--- config.mk ---
export PLATFORM = sky130hd
export DESIGN_NAME = ccu_top
export DESIGN_NICKNAME = d
export VERILOG_FILES = /design/src/hw/ccu_pkg.sv /design/src/hw/ccu_sync.sv /design/src/hw/ccu_prescale.sv /design/src/hw/ccu_top.sv
export SDC_FILE = /design/constraint.sdc
export NUM_CORES = 1
export LEC_CHECK = 0
export ABC_AREA = 1
export BUFFER_PORTS_ARGS = -buffer_cell sky130_fd_sc_hd__clkbuf_2
export CAP_MARGIN = 15
export CORE_MARGIN = 5
export CORE_UTILIZATION = 45
export DETAILED_ROUTE_END_ITERATION = 8
export PLACE_DENSITY_LB_ADDON = 0.2
export SYNTH_ARGS = -nofsm -noshare
export SYNTH_HDL_FRONTEND = slang
export SYNTH_SLANG_ARGS = --single-unit
--- constraint.sdc ---
create_clock -name clk_in -period 3.4 [get_ports clk_in]
set_input_delay 0.17 -clock clk_in [delete_from_list [all_inputs] [get_ports clk_in]]
set_output_delay 0.17 -clock clk_in [all_outputs]
set_load 0.1 [all_outputs]
--- src/hw/ccu_pkg.sv ---
package ccu_pkg;
  // ----------------------------------------------------------------
  // register map
  // ----------------------------------------------------------------
  localparam logic [7:0] CCU_OFF_CTRL = 8'h00;
  localparam logic [7:0] CCU_OFF_PAIR = 8'h04;
  localparam logic [7:0] CCU_OFF_FLAG = 8'h08;
  localparam logic [7:0] CCU_OFF_PORT = 8'h0c;
  // ----------------------------------------------------------------
  // field layout
  // ----------------------------------------------------------------
  localparam int CCU_MODE_LSB = 0;
  localparam int CCU_DUTY_LSB = 4;
  localparam int CCU_CFG_LSB = 6;
  localparam int CCU_PORT_LATCH_BIT = 0;
  localparam int CCU_PORT_DIR_BIT = 1;
  // ----------------------------------------------------------------
  // reset values
  // ----------------------------------------------------------------
  localparam logic [7:0] CCU_CTRL_RST = 8'h00;
  localparam logic [15:0] CCU_PAIR_RST = 16'h0000;
  localparam logic CCU_DIR_RST = 1'b1;
  localparam logic CCU_LATCH_RST = 1'b0;
  // ----------------------------------------------------------------
  // mode, output-config and prescaler terminal codes
  // ----------------------------------------------------------------
  localparam logic [3:0] CCU_M_OFF = 4'h0;
  localparam logic [3:0] CCU_M_RSV1 = 4'h1;
  localparam logic [3:0] CCU_M_CMP_TOG = 4'h2;
  localparam logic [3:0] CCU_M_RSV3 = 4'h3;
  localparam logic [3:0] CCU_M_CAP_FALL = 4'h4;
  localparam logic [3:0] CCU_M_CAP_RISE = 4'h5;
  localparam logic [3:0] CCU_M_CAP_DIV4 = 4'h6;
  localparam logic [3:0] CCU_M_CAP_DIV16 = 4'h7;
  localparam logic [3:0] CCU_M_CMP_SET = 4'h8;
  localparam logic [3:0] CCU_M_CMP_CLR = 4'h9;
  localparam logic [3:0] CCU_M_CMP_SWI = 4'ha;
  localparam logic [3:0] CCU_M_CMP_SPEV = 4'hb;
  localparam logic [1:0] CCU_PWM_HI = 2'h3;
  localparam logic [1:0] CCU_CFG_SINGLE = 2'h0;
  localparam logic [1:0] CCU_CFG_FWD = 2'h1;
  localparam logic [1:0] CCU_CFG_HALF = 2'h2;
  localparam logic [1:0] CCU_CFG_REV = 2'h3;
  localparam logic [3:0] CCU_DIV4_LAST = 4'h3;
  localparam logic [3:0] CCU_DIV16_LAST = 4'hf;

  typedef enum logic [1:0] {CCU_FN_NONE, CCU_FN_CAPTURE, CCU_FN_COMPARE, CCU_FN_PWM} ccu_func_t;

  typedef struct packed {
    logic [3:0] own;
    logic [3:0] level;
  } ccu_pins_t;
endpackage : ccu_pkg

--- src/hw/ccu_sync.sv ---
`timescale 1ns/1ps
module ccu_sync (
  // clock and reset
  input wire logic clk_in,
  input wire logic rst_in,
  // level
  input wire logic d_in,
  output logic q_out
);
  logic meta_ff;
  logic sync_ff;
  logic nxt_meta;
  logic nxt_sync;

  always_comb begin
    nxt_meta = d_in;
    nxt_sync = meta_ff;
  end

  always_ff @(posedge clk_in) begin
    if (rst_in) begin
      meta_ff <= 1'b0;
      sync_ff <= 1'b0;
    end else begin
      meta_ff <= nxt_meta;
      sync_ff <= nxt_sync;
    end
  end

  assign q_out = sync_ff;
endmodule : ccu_sync

--- src/hw/ccu_prescale.sv ---
`timescale 1ns/1ps
module ccu_prescale import ccu_pkg::*; #(
  parameter int CNT_W = 4
) (
  // clock and reset
  input wire logic clk_in,
  input wire logic rst_in,
  // control
  input wire logic clear_in,
  input wire logic [3:0] mode_in,
  input wire logic rise_in,
  input wire logic fall_in,
  // result
  output logic event_out,
  output logic [CNT_W-1:0] count_out
);
  // elaboration-time refusal of a counter too narrow for divide by 16
  if (CNT_W < 4) begin : g_cnt_w_chk
    $error("ccu_prescale: CNT_W must be at least 4");
  end

  logic [CNT_W-1:0] cnt_ff;
  logic [CNT_W-1:0] nxt_cnt;

  // count survives a switch between capture settings [RULE9]
  always_comb begin
    nxt_cnt = cnt_ff;
    if (clear_in) begin
      nxt_cnt = '0;
    end else if (rise_in) begin
      nxt_cnt = cnt_ff + 1'b1;
    end
  end

  always_ff @(posedge clk_in) begin
    if (rst_in) begin
      cnt_ff <= '0; // [RULE8]
    end else begin
      cnt_ff <= nxt_cnt; // [RULE7]
    end
  end

  always_comb begin
    event_out = 1'b0;
    case (mode_in)
      CCU_M_CAP_FALL: event_out = fall_in; // [RULE2]
      CCU_M_CAP_RISE: event_out = rise_in;
      CCU_M_CAP_DIV4: event_out = rise_in && (cnt_ff[1:0] == CCU_DIV4_LAST[1:0]);
      CCU_M_CAP_DIV16: event_out = rise_in && (cnt_ff[3:0] == CCU_DIV16_LAST);
      default: event_out = 1'b0;
    endcase
  end

  assign count_out = cnt_ff;
endmodule : ccu_prescale

--- src/hw/ccu_top.sv ---
// Function
// RULE1 - mode zero turns unit off, resets it
// RULE2 - capture on fall, rise, 4th, 16th rise
// RULE3 - capture copies full 16-bit timer value
// RULE4 - capture sets flag; only software clears
// RULE5 - new capture overwrites stored value silently
// RULE6 - port latch write can trigger capture
// RULE7 - prescaler cleared outside capture modes
// RULE8 - every reset clears prescaler counter
// RULE9 - prescale switch keeps count, may false-capture
// RULE10 - software keeps irq off, clears flag after change
// RULE11 - timer must run synchronous for capture
// RULE12 - software makes capture pin an input
// RULE13 - compare toggle, set, clear; set flag
// RULE14 - mode 1010 sets flag, pin untouched
// RULE15 - mode 1011 flag, timer reset, conversion
// RULE16 - PWM codes, low bits give polarities
// RULE17 - non-PWM: A is pin, B-D port
// RULE18 - output_config selects PWM output arrangement
// RULE19 - duty_low_bits are PWM duty LSBs only
// RULE20 - reserved codes select no function
// RULE21 - pin synchronised, edges from samples
// RULE22 - control register resets to zero
`timescale 1ns/1ps
module ccu_top import ccu_pkg::*; #(
  parameter int CNT_W = 4
) (
  // clock and reset
  input wire logic clk_in,
  input wire logic rst_in,
  // apb slave
  input wire logic psel_in,
  input wire logic penable_in,
  input wire logic pwrite_in,
  input wire logic [7:0] paddr_in,
  input wire logic [31:0] pwdata_in,
  output logic pready_out,
  output logic pslverr_out,
  output logic [31:0] prdata_out,
  // timer and converter
  input wire logic [15:0] timer1_count_in,
  input wire logic adc_enable_in,
  output logic timer1_reset_out,
  output logic adc_start_out,
  // pwm generator
  input wire logic pwm_mod_in,
  output logic [9:0] duty_value_out,
  // pins and flag
  input wire logic capture_pin_in,
  output ccu_pins_t pins_out,
  output logic capture_flag_out
);
  // elaboration-time refusal of a counter too narrow for divide by 16
  if (CNT_W < 4) begin : g_cnt_w_chk
    $error("ccu_top: CNT_W must be at least 4");
  end

  // ----------------------------------------------------------------
  // state
  // ----------------------------------------------------------------
  logic [7:0] ctrl_ff;
  logic [15:0] pair_ff;
  logic flag_ff;
  logic latch_ff;
  logic dir_in_ff;
  logic [31:0] prdata_ff;
  logic cmp_ff;
  logic eq_prev_ff;
  logic lvl_prev_ff;
  ccu_pins_t pins_ff;
  logic tmr_rst_ff;
  logic adc_ff;
  logic [9:0] duty_ff;
  logic [7:0] nxt_ctrl;
  logic [15:0] nxt_pair;
  logic nxt_flag;
  logic nxt_latch;
  logic nxt_dir_in;
  logic [31:0] nxt_prdata;
  logic nxt_cmp;
  logic nxt_eq_prev;
  logic nxt_lvl_prev;
  ccu_pins_t nxt_pins;
  logic nxt_tmr_rst;
  logic nxt_adc;
  logic [9:0] nxt_duty;

  logic [3:0] mode;
  logic [1:0] cfg;
  ccu_func_t func;
  logic wr_en;
  logic rd_setup;
  logic mapped;
  logic pin_sync;
  logic pin_lvl;
  logic rise;
  logic fall;
  logic cap_evt;
  logic [CNT_W-1:0] pre_cnt;
  logic eq;
  logic match;
  logic cmp_drive;
  logic pol_ac;
  logic pol_bd;
  logic mod_ac;
  logic mod_bd;

  assign mode = ctrl_ff[CCU_MODE_LSB +: 4];
  assign cfg = ctrl_ff[CCU_CFG_LSB +: 2];
  assign pol_ac = mode[1]; // [RULE16]
  assign pol_bd = mode[0];

  // ----------------------------------------------------------------
  // mode decode
  // ----------------------------------------------------------------
  always_comb begin
    func = CCU_FN_NONE;
    case (mode)
      CCU_M_OFF, CCU_M_RSV1, CCU_M_RSV3: func = CCU_FN_NONE; // [RULE1] [RULE20]
      CCU_M_CAP_FALL, CCU_M_CAP_RISE, CCU_M_CAP_DIV4, CCU_M_CAP_DIV16: func = CCU_FN_CAPTURE;
      CCU_M_CMP_TOG, CCU_M_CMP_SET, CCU_M_CMP_CLR, CCU_M_CMP_SWI, CCU_M_CMP_SPEV: begin
        func = CCU_FN_COMPARE;
      end
      default: func = CCU_FN_PWM; // [RULE16]
    endcase
  end

  // ----------------------------------------------------------------
  // apb decode
  // ----------------------------------------------------------------
  always_comb begin
    if (paddr_in == CCU_OFF_CTRL) begin
      mapped = 1'b1;
    end else if (paddr_in == CCU_OFF_PAIR) begin
      mapped = 1'b1;
    end else if (paddr_in == CCU_OFF_FLAG) begin
      mapped = 1'b1;
    end else if (paddr_in == CCU_OFF_PORT) begin
      mapped = 1'b1;
    end else begin
      mapped = 1'b0;
    end
  end

  assign pready_out = 1'b1;
  assign pslverr_out = psel_in && penable_in && !mapped;
  assign wr_en = psel_in && penable_in && pwrite_in && mapped;
  assign rd_setup = psel_in && !penable_in;
  assign prdata_out = prdata_ff;

  // ----------------------------------------------------------------
  // capture input path
  // ----------------------------------------------------------------
  ccu_sync u_sync (
    .clk_in(clk_in),
    .rst_in(rst_in),
    .d_in(capture_pin_in),
    .q_out(pin_sync)
  );

  // an output-driven pin sees its own latch [RULE6] [RULE12]
  assign pin_lvl = dir_in_ff ? pin_sync : latch_ff;
  assign rise = pin_lvl && !lvl_prev_ff; // [RULE21]
  assign fall = !pin_lvl && lvl_prev_ff;

  ccu_prescale #(.CNT_W(CNT_W)) u_pre (
    .clk_in(clk_in),
    .rst_in(rst_in),
    .clear_in(func != CCU_FN_CAPTURE), // [RULE7]
    .mode_in(mode),
    .rise_in(rise),
    .fall_in(fall),
    .event_out(cap_evt),
    .count_out(pre_cnt)
  );

  // ----------------------------------------------------------------
  // compare match
  // ----------------------------------------------------------------
  assign eq = (func == CCU_FN_COMPARE) && (timer1_count_in == pair_ff);
  assign match = eq && !eq_prev_ff;
  assign cmp_drive = (mode == CCU_M_CMP_TOG) || (mode == CCU_M_CMP_SET) ||
                     (mode == CCU_M_CMP_CLR);

  // ----------------------------------------------------------------
  // register next state
  // ----------------------------------------------------------------
  always_comb begin
    nxt_ctrl = ctrl_ff;
    nxt_pair = pair_ff;
    nxt_flag = flag_ff;
    nxt_latch = latch_ff;
    nxt_dir_in = dir_in_ff;
    nxt_prdata = prdata_ff;
    if (rd_setup) begin
      if (paddr_in == CCU_OFF_CTRL) begin
        nxt_prdata = {24'h000000, ctrl_ff};
      end else if (paddr_in == CCU_OFF_PAIR) begin
        nxt_prdata = {16'h0000, pair_ff};
      end else if (paddr_in == CCU_OFF_FLAG) begin
        nxt_prdata = {31'h00000000, flag_ff};
      end else if (paddr_in == CCU_OFF_PORT) begin
        nxt_prdata = {30'h00000000, dir_in_ff, latch_ff};
      end else begin
        nxt_prdata = 32'h00000000;
      end
    end
    if (wr_en) begin
      if (paddr_in == CCU_OFF_CTRL) begin
        nxt_ctrl = pwdata_in[7:0];
      end else if (paddr_in == CCU_OFF_PAIR) begin
        nxt_pair = pwdata_in[15:0];
      end else if (paddr_in == CCU_OFF_FLAG) begin
        if (pwdata_in[0]) begin
          nxt_flag = 1'b0;
        end
      end else if (paddr_in == CCU_OFF_PORT) begin
        nxt_latch = pwdata_in[CCU_PORT_LATCH_BIT];
        nxt_dir_in = pwdata_in[CCU_PORT_DIR_BIT];
      end
    end
    // hardware events win over software writes and clears
    if (cap_evt) begin
      nxt_pair = timer1_count_in; // [RULE3] [RULE5]
      nxt_flag = 1'b1; // [RULE4]
    end
    if (match) begin
      nxt_flag = 1'b1; // [RULE13] [RULE14] [RULE15]
    end
  end

  always_ff @(posedge clk_in) begin
    if (rst_in) begin
      ctrl_ff <= CCU_CTRL_RST; // [RULE22]
      pair_ff <= CCU_PAIR_RST;
      flag_ff <= 1'b0;
      latch_ff <= CCU_LATCH_RST;
      dir_in_ff <= CCU_DIR_RST;
      prdata_ff <= 32'h00000000;
    end else begin
      ctrl_ff <= nxt_ctrl;
      pair_ff <= nxt_pair;
      flag_ff <= nxt_flag;
      latch_ff <= nxt_latch;
      dir_in_ff <= nxt_dir_in;
      prdata_ff <= nxt_prdata;
    end
  end

  // ----------------------------------------------------------------
  // output logic next state
  // ----------------------------------------------------------------
  always_comb begin
    nxt_cmp = cmp_ff;
    nxt_eq_prev = eq;
    nxt_lvl_prev = pin_lvl;
    nxt_tmr_rst = match && (mode == CCU_M_CMP_SPEV); // [RULE15]
    nxt_adc = match && (mode == CCU_M_CMP_SPEV) && adc_enable_in;
    nxt_duty = 10'h000;
    nxt_pins.own = 4'h0;
    nxt_pins.level = {3'h0, latch_ff};
    mod_ac = pwm_mod_in ^ pol_ac;
    mod_bd = pwm_mod_in ^ pol_bd;
    if (mode == CCU_M_OFF) begin
      nxt_cmp = 1'b0; // [RULE1]
    end else if (match) begin
      case (mode)
        CCU_M_CMP_TOG: nxt_cmp = !cmp_ff; // [RULE13]
        CCU_M_CMP_SET: nxt_cmp = 1'b1;
        CCU_M_CMP_CLR: nxt_cmp = 1'b0;
        default: nxt_cmp = cmp_ff; // [RULE14]
      endcase
    end
    if (mode[3:2] != CCU_PWM_HI) begin
      // only output_a may belong to the unit here [RULE17]
      if (cmp_drive) begin
        nxt_pins.own = 4'h1;
        nxt_pins.level = {3'h0, cmp_ff};
      end
    end else begin
      nxt_duty = {pair_ff[7:0], ctrl_ff[CCU_DUTY_LSB +: 2]}; // [RULE19]
      case (cfg) // [RULE18]
        CCU_CFG_SINGLE: begin
          nxt_pins.own = 4'h1;
          nxt_pins.level = {3'h0, mod_ac};
        end
        CCU_CFG_FWD: begin
          nxt_pins.own = 4'hf;
          nxt_pins.level = {mod_bd, pol_ac, pol_bd, !pol_ac};
        end
        CCU_CFG_HALF: begin
          nxt_pins.own = 4'h3;
          nxt_pins.level = {2'h0, !pwm_mod_in ^ pol_bd, mod_ac};
        end
        default: begin
          nxt_pins.own = 4'hf;
          nxt_pins.level = {pol_bd, !pol_ac, mod_bd, pol_ac};
        end
      endcase
    end
  end

  always_ff @(posedge clk_in) begin
    if (rst_in) begin
      cmp_ff <= 1'b0;
      eq_prev_ff <= 1'b0;
      lvl_prev_ff <= 1'b0;
      pins_ff <= '0;
      tmr_rst_ff <= 1'b0;
      adc_ff <= 1'b0;
      duty_ff <= 10'h000;
    end else begin
      cmp_ff <= nxt_cmp;
      eq_prev_ff <= nxt_eq_prev;
      lvl_prev_ff <= nxt_lvl_prev;
      pins_ff <= nxt_pins;
      tmr_rst_ff <= nxt_tmr_rst;
      adc_ff <= nxt_adc;
      duty_ff <= nxt_duty;
    end
  end

  assign pins_out = pins_ff;
  assign timer1_reset_out = tmr_rst_ff;
  assign adc_start_out = adc_ff;
  assign duty_value_out = duty_ff;
  assign capture_flag_out = flag_ff;

  // ----------------------------------------------------------------
  // assertions
  // ----------------------------------------------------------------
  logic flag_clr;
  assign flag_clr = wr_en && (paddr_in == CCU_OFF_FLAG) && pwdata_in[0];

  property p_off_state;
    @(posedge clk_in) disable iff (rst_in)
      (mode == CCU_M_OFF) ##1 (mode == CCU_M_OFF) |-> (cmp_ff == 1'b0) && (pins_ff.own == 4'h0);
  endproperty
  a_off_state: assert property (p_off_state) else $error("unit off but still active"); // [RULE1]

  property p_fall_evt;
    @(posedge clk_in) disable iff (rst_in)
      (mode == CCU_M_CAP_FALL) && fall |-> cap_evt;
  endproperty
  a_fall_evt: assert property (p_fall_evt) else $error("falling edge not captured"); // [RULE2]

  property p_div4;
    @(posedge clk_in) disable iff (rst_in)
      (mode == CCU_M_CAP_DIV4) && cap_evt |-> (pre_cnt[1:0] == 2'h3) && rise;
  endproperty
  a_div4: assert property (p_div4) else $error("divide by four capture off count"); // [RULE2]

  property p_copy;
    @(posedge clk_in) disable iff (rst_in)
      cap_evt |=> (pair_ff == $past(timer1_count_in)) && flag_ff;
  endproperty
  a_copy: assert property (p_copy) else $error("capture value or flag wrong"); // [RULE3]

  property p_flag_sticky;
    @(posedge clk_in) disable iff (rst_in)
      flag_ff && !flag_clr |=> flag_ff;
  endproperty
  a_flag_sticky: assert property (p_flag_sticky) else $error("flag dropped by hardware"); // [RULE4]

  property p_pre_clear;
    @(posedge clk_in) disable iff (rst_in)
      (func != CCU_FN_CAPTURE) |=> (pre_cnt == '0);
  endproperty
  a_pre_clear: assert property (p_pre_clear) else $error("prescaler not cleared"); // [RULE7]

  property p_reset_clear;
    @(posedge clk_in) rst_in |=> (pre_cnt == '0) && (ctrl_ff == CCU_CTRL_RST);
  endproperty
  a_reset_clear: assert property (p_reset_clear) else $error("reset left state"); // [RULE8]

  property p_spev;
    @(posedge clk_in) disable iff (rst_in)
      match && (mode == CCU_M_CMP_SPEV) |=> timer1_reset_out && flag_ff &&
        (adc_start_out == $past(adc_enable_in));
  endproperty
  a_spev: assert property (p_spev) else $error("special event missing"); // [RULE15]

  property p_swi_pin;
    @(posedge clk_in) disable iff (rst_in)
      (mode == CCU_M_CMP_SWI) |=> (pins_ff.own == 4'h0);
  endproperty
  a_swi_pin: assert property (p_swi_pin) else $error("pin driven in soft interrupt mode"); // [RULE14]

  property p_bcd_port;
    @(posedge clk_in) disable iff (rst_in)
      (mode[3:2] != CCU_PWM_HI) |=> (pins_ff.own[3:1] == 3'h0) && (duty_value_out == 10'h000);
  endproperty
  a_bcd_port: assert property (p_bcd_port) else $error("b-d taken outside pwm"); // [RULE17] [RULE19]

  c_capture: cover property (@(posedge clk_in) disable iff (rst_in) cap_evt);
  c_div16: cover property (@(posedge clk_in) disable iff (rst_in)
    cap_evt && (mode == CCU_M_CAP_DIV16));
  c_match: cover property (@(posedge clk_in) disable iff (rst_in) match && cmp_drive);
  c_pwm: cover property (@(posedge clk_in) disable iff (rst_in) func == CCU_FN_PWM);
endmodule : ccu_top

==> flow_summary.json <==
{
  "start_kind": "register",
  "vdd_drop_max_mv": 0.2048,
  "avgSynthCellArea_um2": 6.878,
  "min_from": "pwdata_in[11]",
  "antennaDiodeCount": 0,
  "cts_tree": "yes",
  "r2r_end": "pair_ff[3]",
  "yosysTopAreaCellShare_pct": 38.28,
  "fin_worst_skew_ps": 10.42,
  "root_buffer": "clkbuf_8",
  "slew_violations": 0,
  "ant_nets": 0,
  "vias_per_cell": 4.921,
  "max_slew_margin_pct": 60.95,
  "setup_violations": 0,
  "cp.required_ps": 3690,
  "finalHoldViolCount": 0,
  "fmax_ghz": 0.5689,
  "leakagePower_nw": 2.270,
  "clockBufferDepth": 2,
  "die_h_um": 102.1,
  "dp_hpwl_mm": 7.382,
  "wl_mm": 9.749,
  "overflow": 0,
  "grt_pass1_vias": 3510,
  "hold_path.class": "input pin to register",
  "yosysTopAreaCell": "dfxtp_1",
  "drt_iter0_drc": 166,
  "powerDensity_mw_per_mm2": 417.4,
  "status": "completed",
  "clock_latency_ps": 350,
  "route.detailed.drc": 0,
  "hold_path_end": "pair_ff[11]",
  "multiInputGateArea_mm2": 0.001753,
  "initial_utilization_pct": 46.23,
  "rows": 33,
  "gr-usage-all-layers_pct": 19.56,
  "r2r_cells": 10,
  "num_vias": 3666,
  "post_cts_buffers": 0,
  "end_kind": "register",
  "fillerInstances": 855,
  "portBuffers": 85,
  "dp.cells": 727,
  "synth_cell_types": 39,
  "final_cell_count_no_fill": 745,
  "antenna_found_initial": 0,
  "dieArea_mm2": 0.01043,
  "first_pass_iters": 4,
  "clock-sinks": 73,
  "io_pins": 119,
  "ys_seq_area_share_pct": 38.28,
  "synth_area_leaders": "dfxtp_1 (38%), nand2_1 (11%), inv_1 (9.6%)",
  "core_area_mm2": 0.008258,
  "rsz0062_at_grt": "false",
  "fin_crit_ps": 1758,
  "cp_data_arrival_time_ps": 2050,
  "worst_pin_slew_ps": 584.3,
  "clkTransAtPathRegs_ps": 90,
  "cap_violations": 0,
  "h-tree-depth": 3,
  "grt_max_degree": 42,
  "layout_common_cells": "nand2_1 (110), inv_1 (98), clkbuf_2 (85), dfxtp_1 (73), nand3_1 (58)",
  "r2r_slack_ps": 1640,
  "die_width_um": 102.1,
  "synth_seq_cells": 73,
  "tns_ps": 0,
  "layout-drive-gt1-share_pct": 21.72,
  "p_total_mw": 1.837,
  "routedWlPerCell_um": 13.09,
  "layout.area.seq_mm2": 0.001461,
  "syn_inst": 555,
  "cp_max_fo": 35,
  "critPathKind": "register to register",
  "netlist_area_mm2": 0.003817,
  "post-route-period-util_pct": 51.70,
  "cts_buffers": 9,
  "r2r_start": "latch_ff",
  "area_delta_synth_final_pct": 15.31,
  "grt_pass1_wl_mm": 16.08,
  "routabilityCongestion": 0.9290,
  "yosys_warnings": 0,
  "finalNetCount": 700,
  "crit_start": "latch_ff",
  "final_common_cell": "nand2_1",
  "hold_depth": 5
}
-- metrics by stage --
| stage | setup WS (ps) | util [%] | hold WS, ps | cell area (µm²) |
|---|---|---|---|---|
| floorplan | 1874 | - | 277.0 | 3874 |
| detailed placement | 1653 | 50.68 | 372.7 | 4185 |
| CTS | 1642 | 53.30 | 123.3 | 4402 |
| global placement | 1696 | 50.68 | 370.3 | 4185 |
| global route | 1448 | 53.30 | 155.3 | 4402 |
| finish | 1642 | 53.30 | 133.5 | 4402 |
-- cell type report --
cell class / count / share of cell area (%)
multi-input combinational: 358 / 39.82
sequential: 73 / 33.20
timing repair buffer: 90 / 10.63
inverter: 103 / 8.897
tap: 105 / 2.985
clock buffer: 10 / 2.899
clock inverter: 6 / 1.563
-- worst max path at each step --
stage,endpoint,slack (ps),cells after the start
4_1_cts,pair_ff[2],1640,10
3_5_place_dp,pair_ff[3],1650,10
2_1_floorplan,pins_out[7],1870,1
3_3_place_gp,pair_ff[13],1700,10
6_report,pair_ff[3],1640,10
5_1_grt,pair_ff[15],1450,10
-- synth_stat cells, drive strengths merged --
library cell / n
nand2: 122
inv: 103
dfxtp: 73
nand3: 61
nor2: 54
o21ai: 30
buf: 29
a21oi: 28
nand4: 9
clkbuf: 7
nor3: 7
o221ai: 6
or2: 5
a31oi: 4
o211ai: 4
and3: 2
conb: 2
o21bai: 2
xnor2: 2
a211oi: 1
a31o: 1
ha: 1
nor3b: 1
xor2: 1
-- sequential cells by signal, indices dropped and copies added (netlist names) --
register	flops
timer1_reset_out	1
u_pre.count_out	4
adc_start_out	1
cmp_ff	1
ctrl_ff	8
u_sync.q_out	1
capture_flag_out	1
pair_ff	16
prdata_out	16
lvl_prev_ff	1
pins_out	7
latch_ff	1
eq_prev_ff	1
dir_in_ff	1
u_sync.meta_ff	1
duty_value_out	10
func	2
-- critical path: stages (launching register included) --
cell	delay (ps)
dfxtp_1	390
inv_1	90
nor2_2	140
o21bai_2	140
a21oi_4	160
nand2_4	240
inv_6	260
nand2_1	80
nand3_1	80
nand2_1	50
inv_1	60
-- report_power, final --
part | internal, mW | leakage [nW] | total (mW) | switching, mW
registers | 0.866 | 0.591 | 0.872 | 0.00613
logic | 0.0503 | 1.58 | 0.280 | 0.230
clock network | 0.342 | 0.0964 | 0.685 | 0.343
-- routing by layer --
metal,part of all wire (%),wire length [µm],up-vias,global-route usage (%)
li1,-,-,1868,-
met1,45,4411,1679,25.41
met2,48,4635,99,32.03
met3,5.0,486,20,3.208
met4,2.2,216,0,8.577
met5,0,0,-,0
-- cells by family (layout without fill, tap and decap cells) --
kind of cell	count (synthesis)	after routing	share of synthesized area (%)
AOI/OAI and AO/OA	76	76	11.73
xor gates and xnor gates	3	3	0.6884
adders and majority gates	1	1	0.3277
buffers and inverters	139	209	17.27
DFF	73	73	38.28
other	2	17	0.1967
and+or+nand+nor	261	261	31.50
-- repair_timing --
item | CTS | global route
hold buffers | 2 | 0
resized for setup | 0 | 0
endpoints found under the hold margin | 2 | 0
Note: power is estimated with default switching activity, not from simulation.
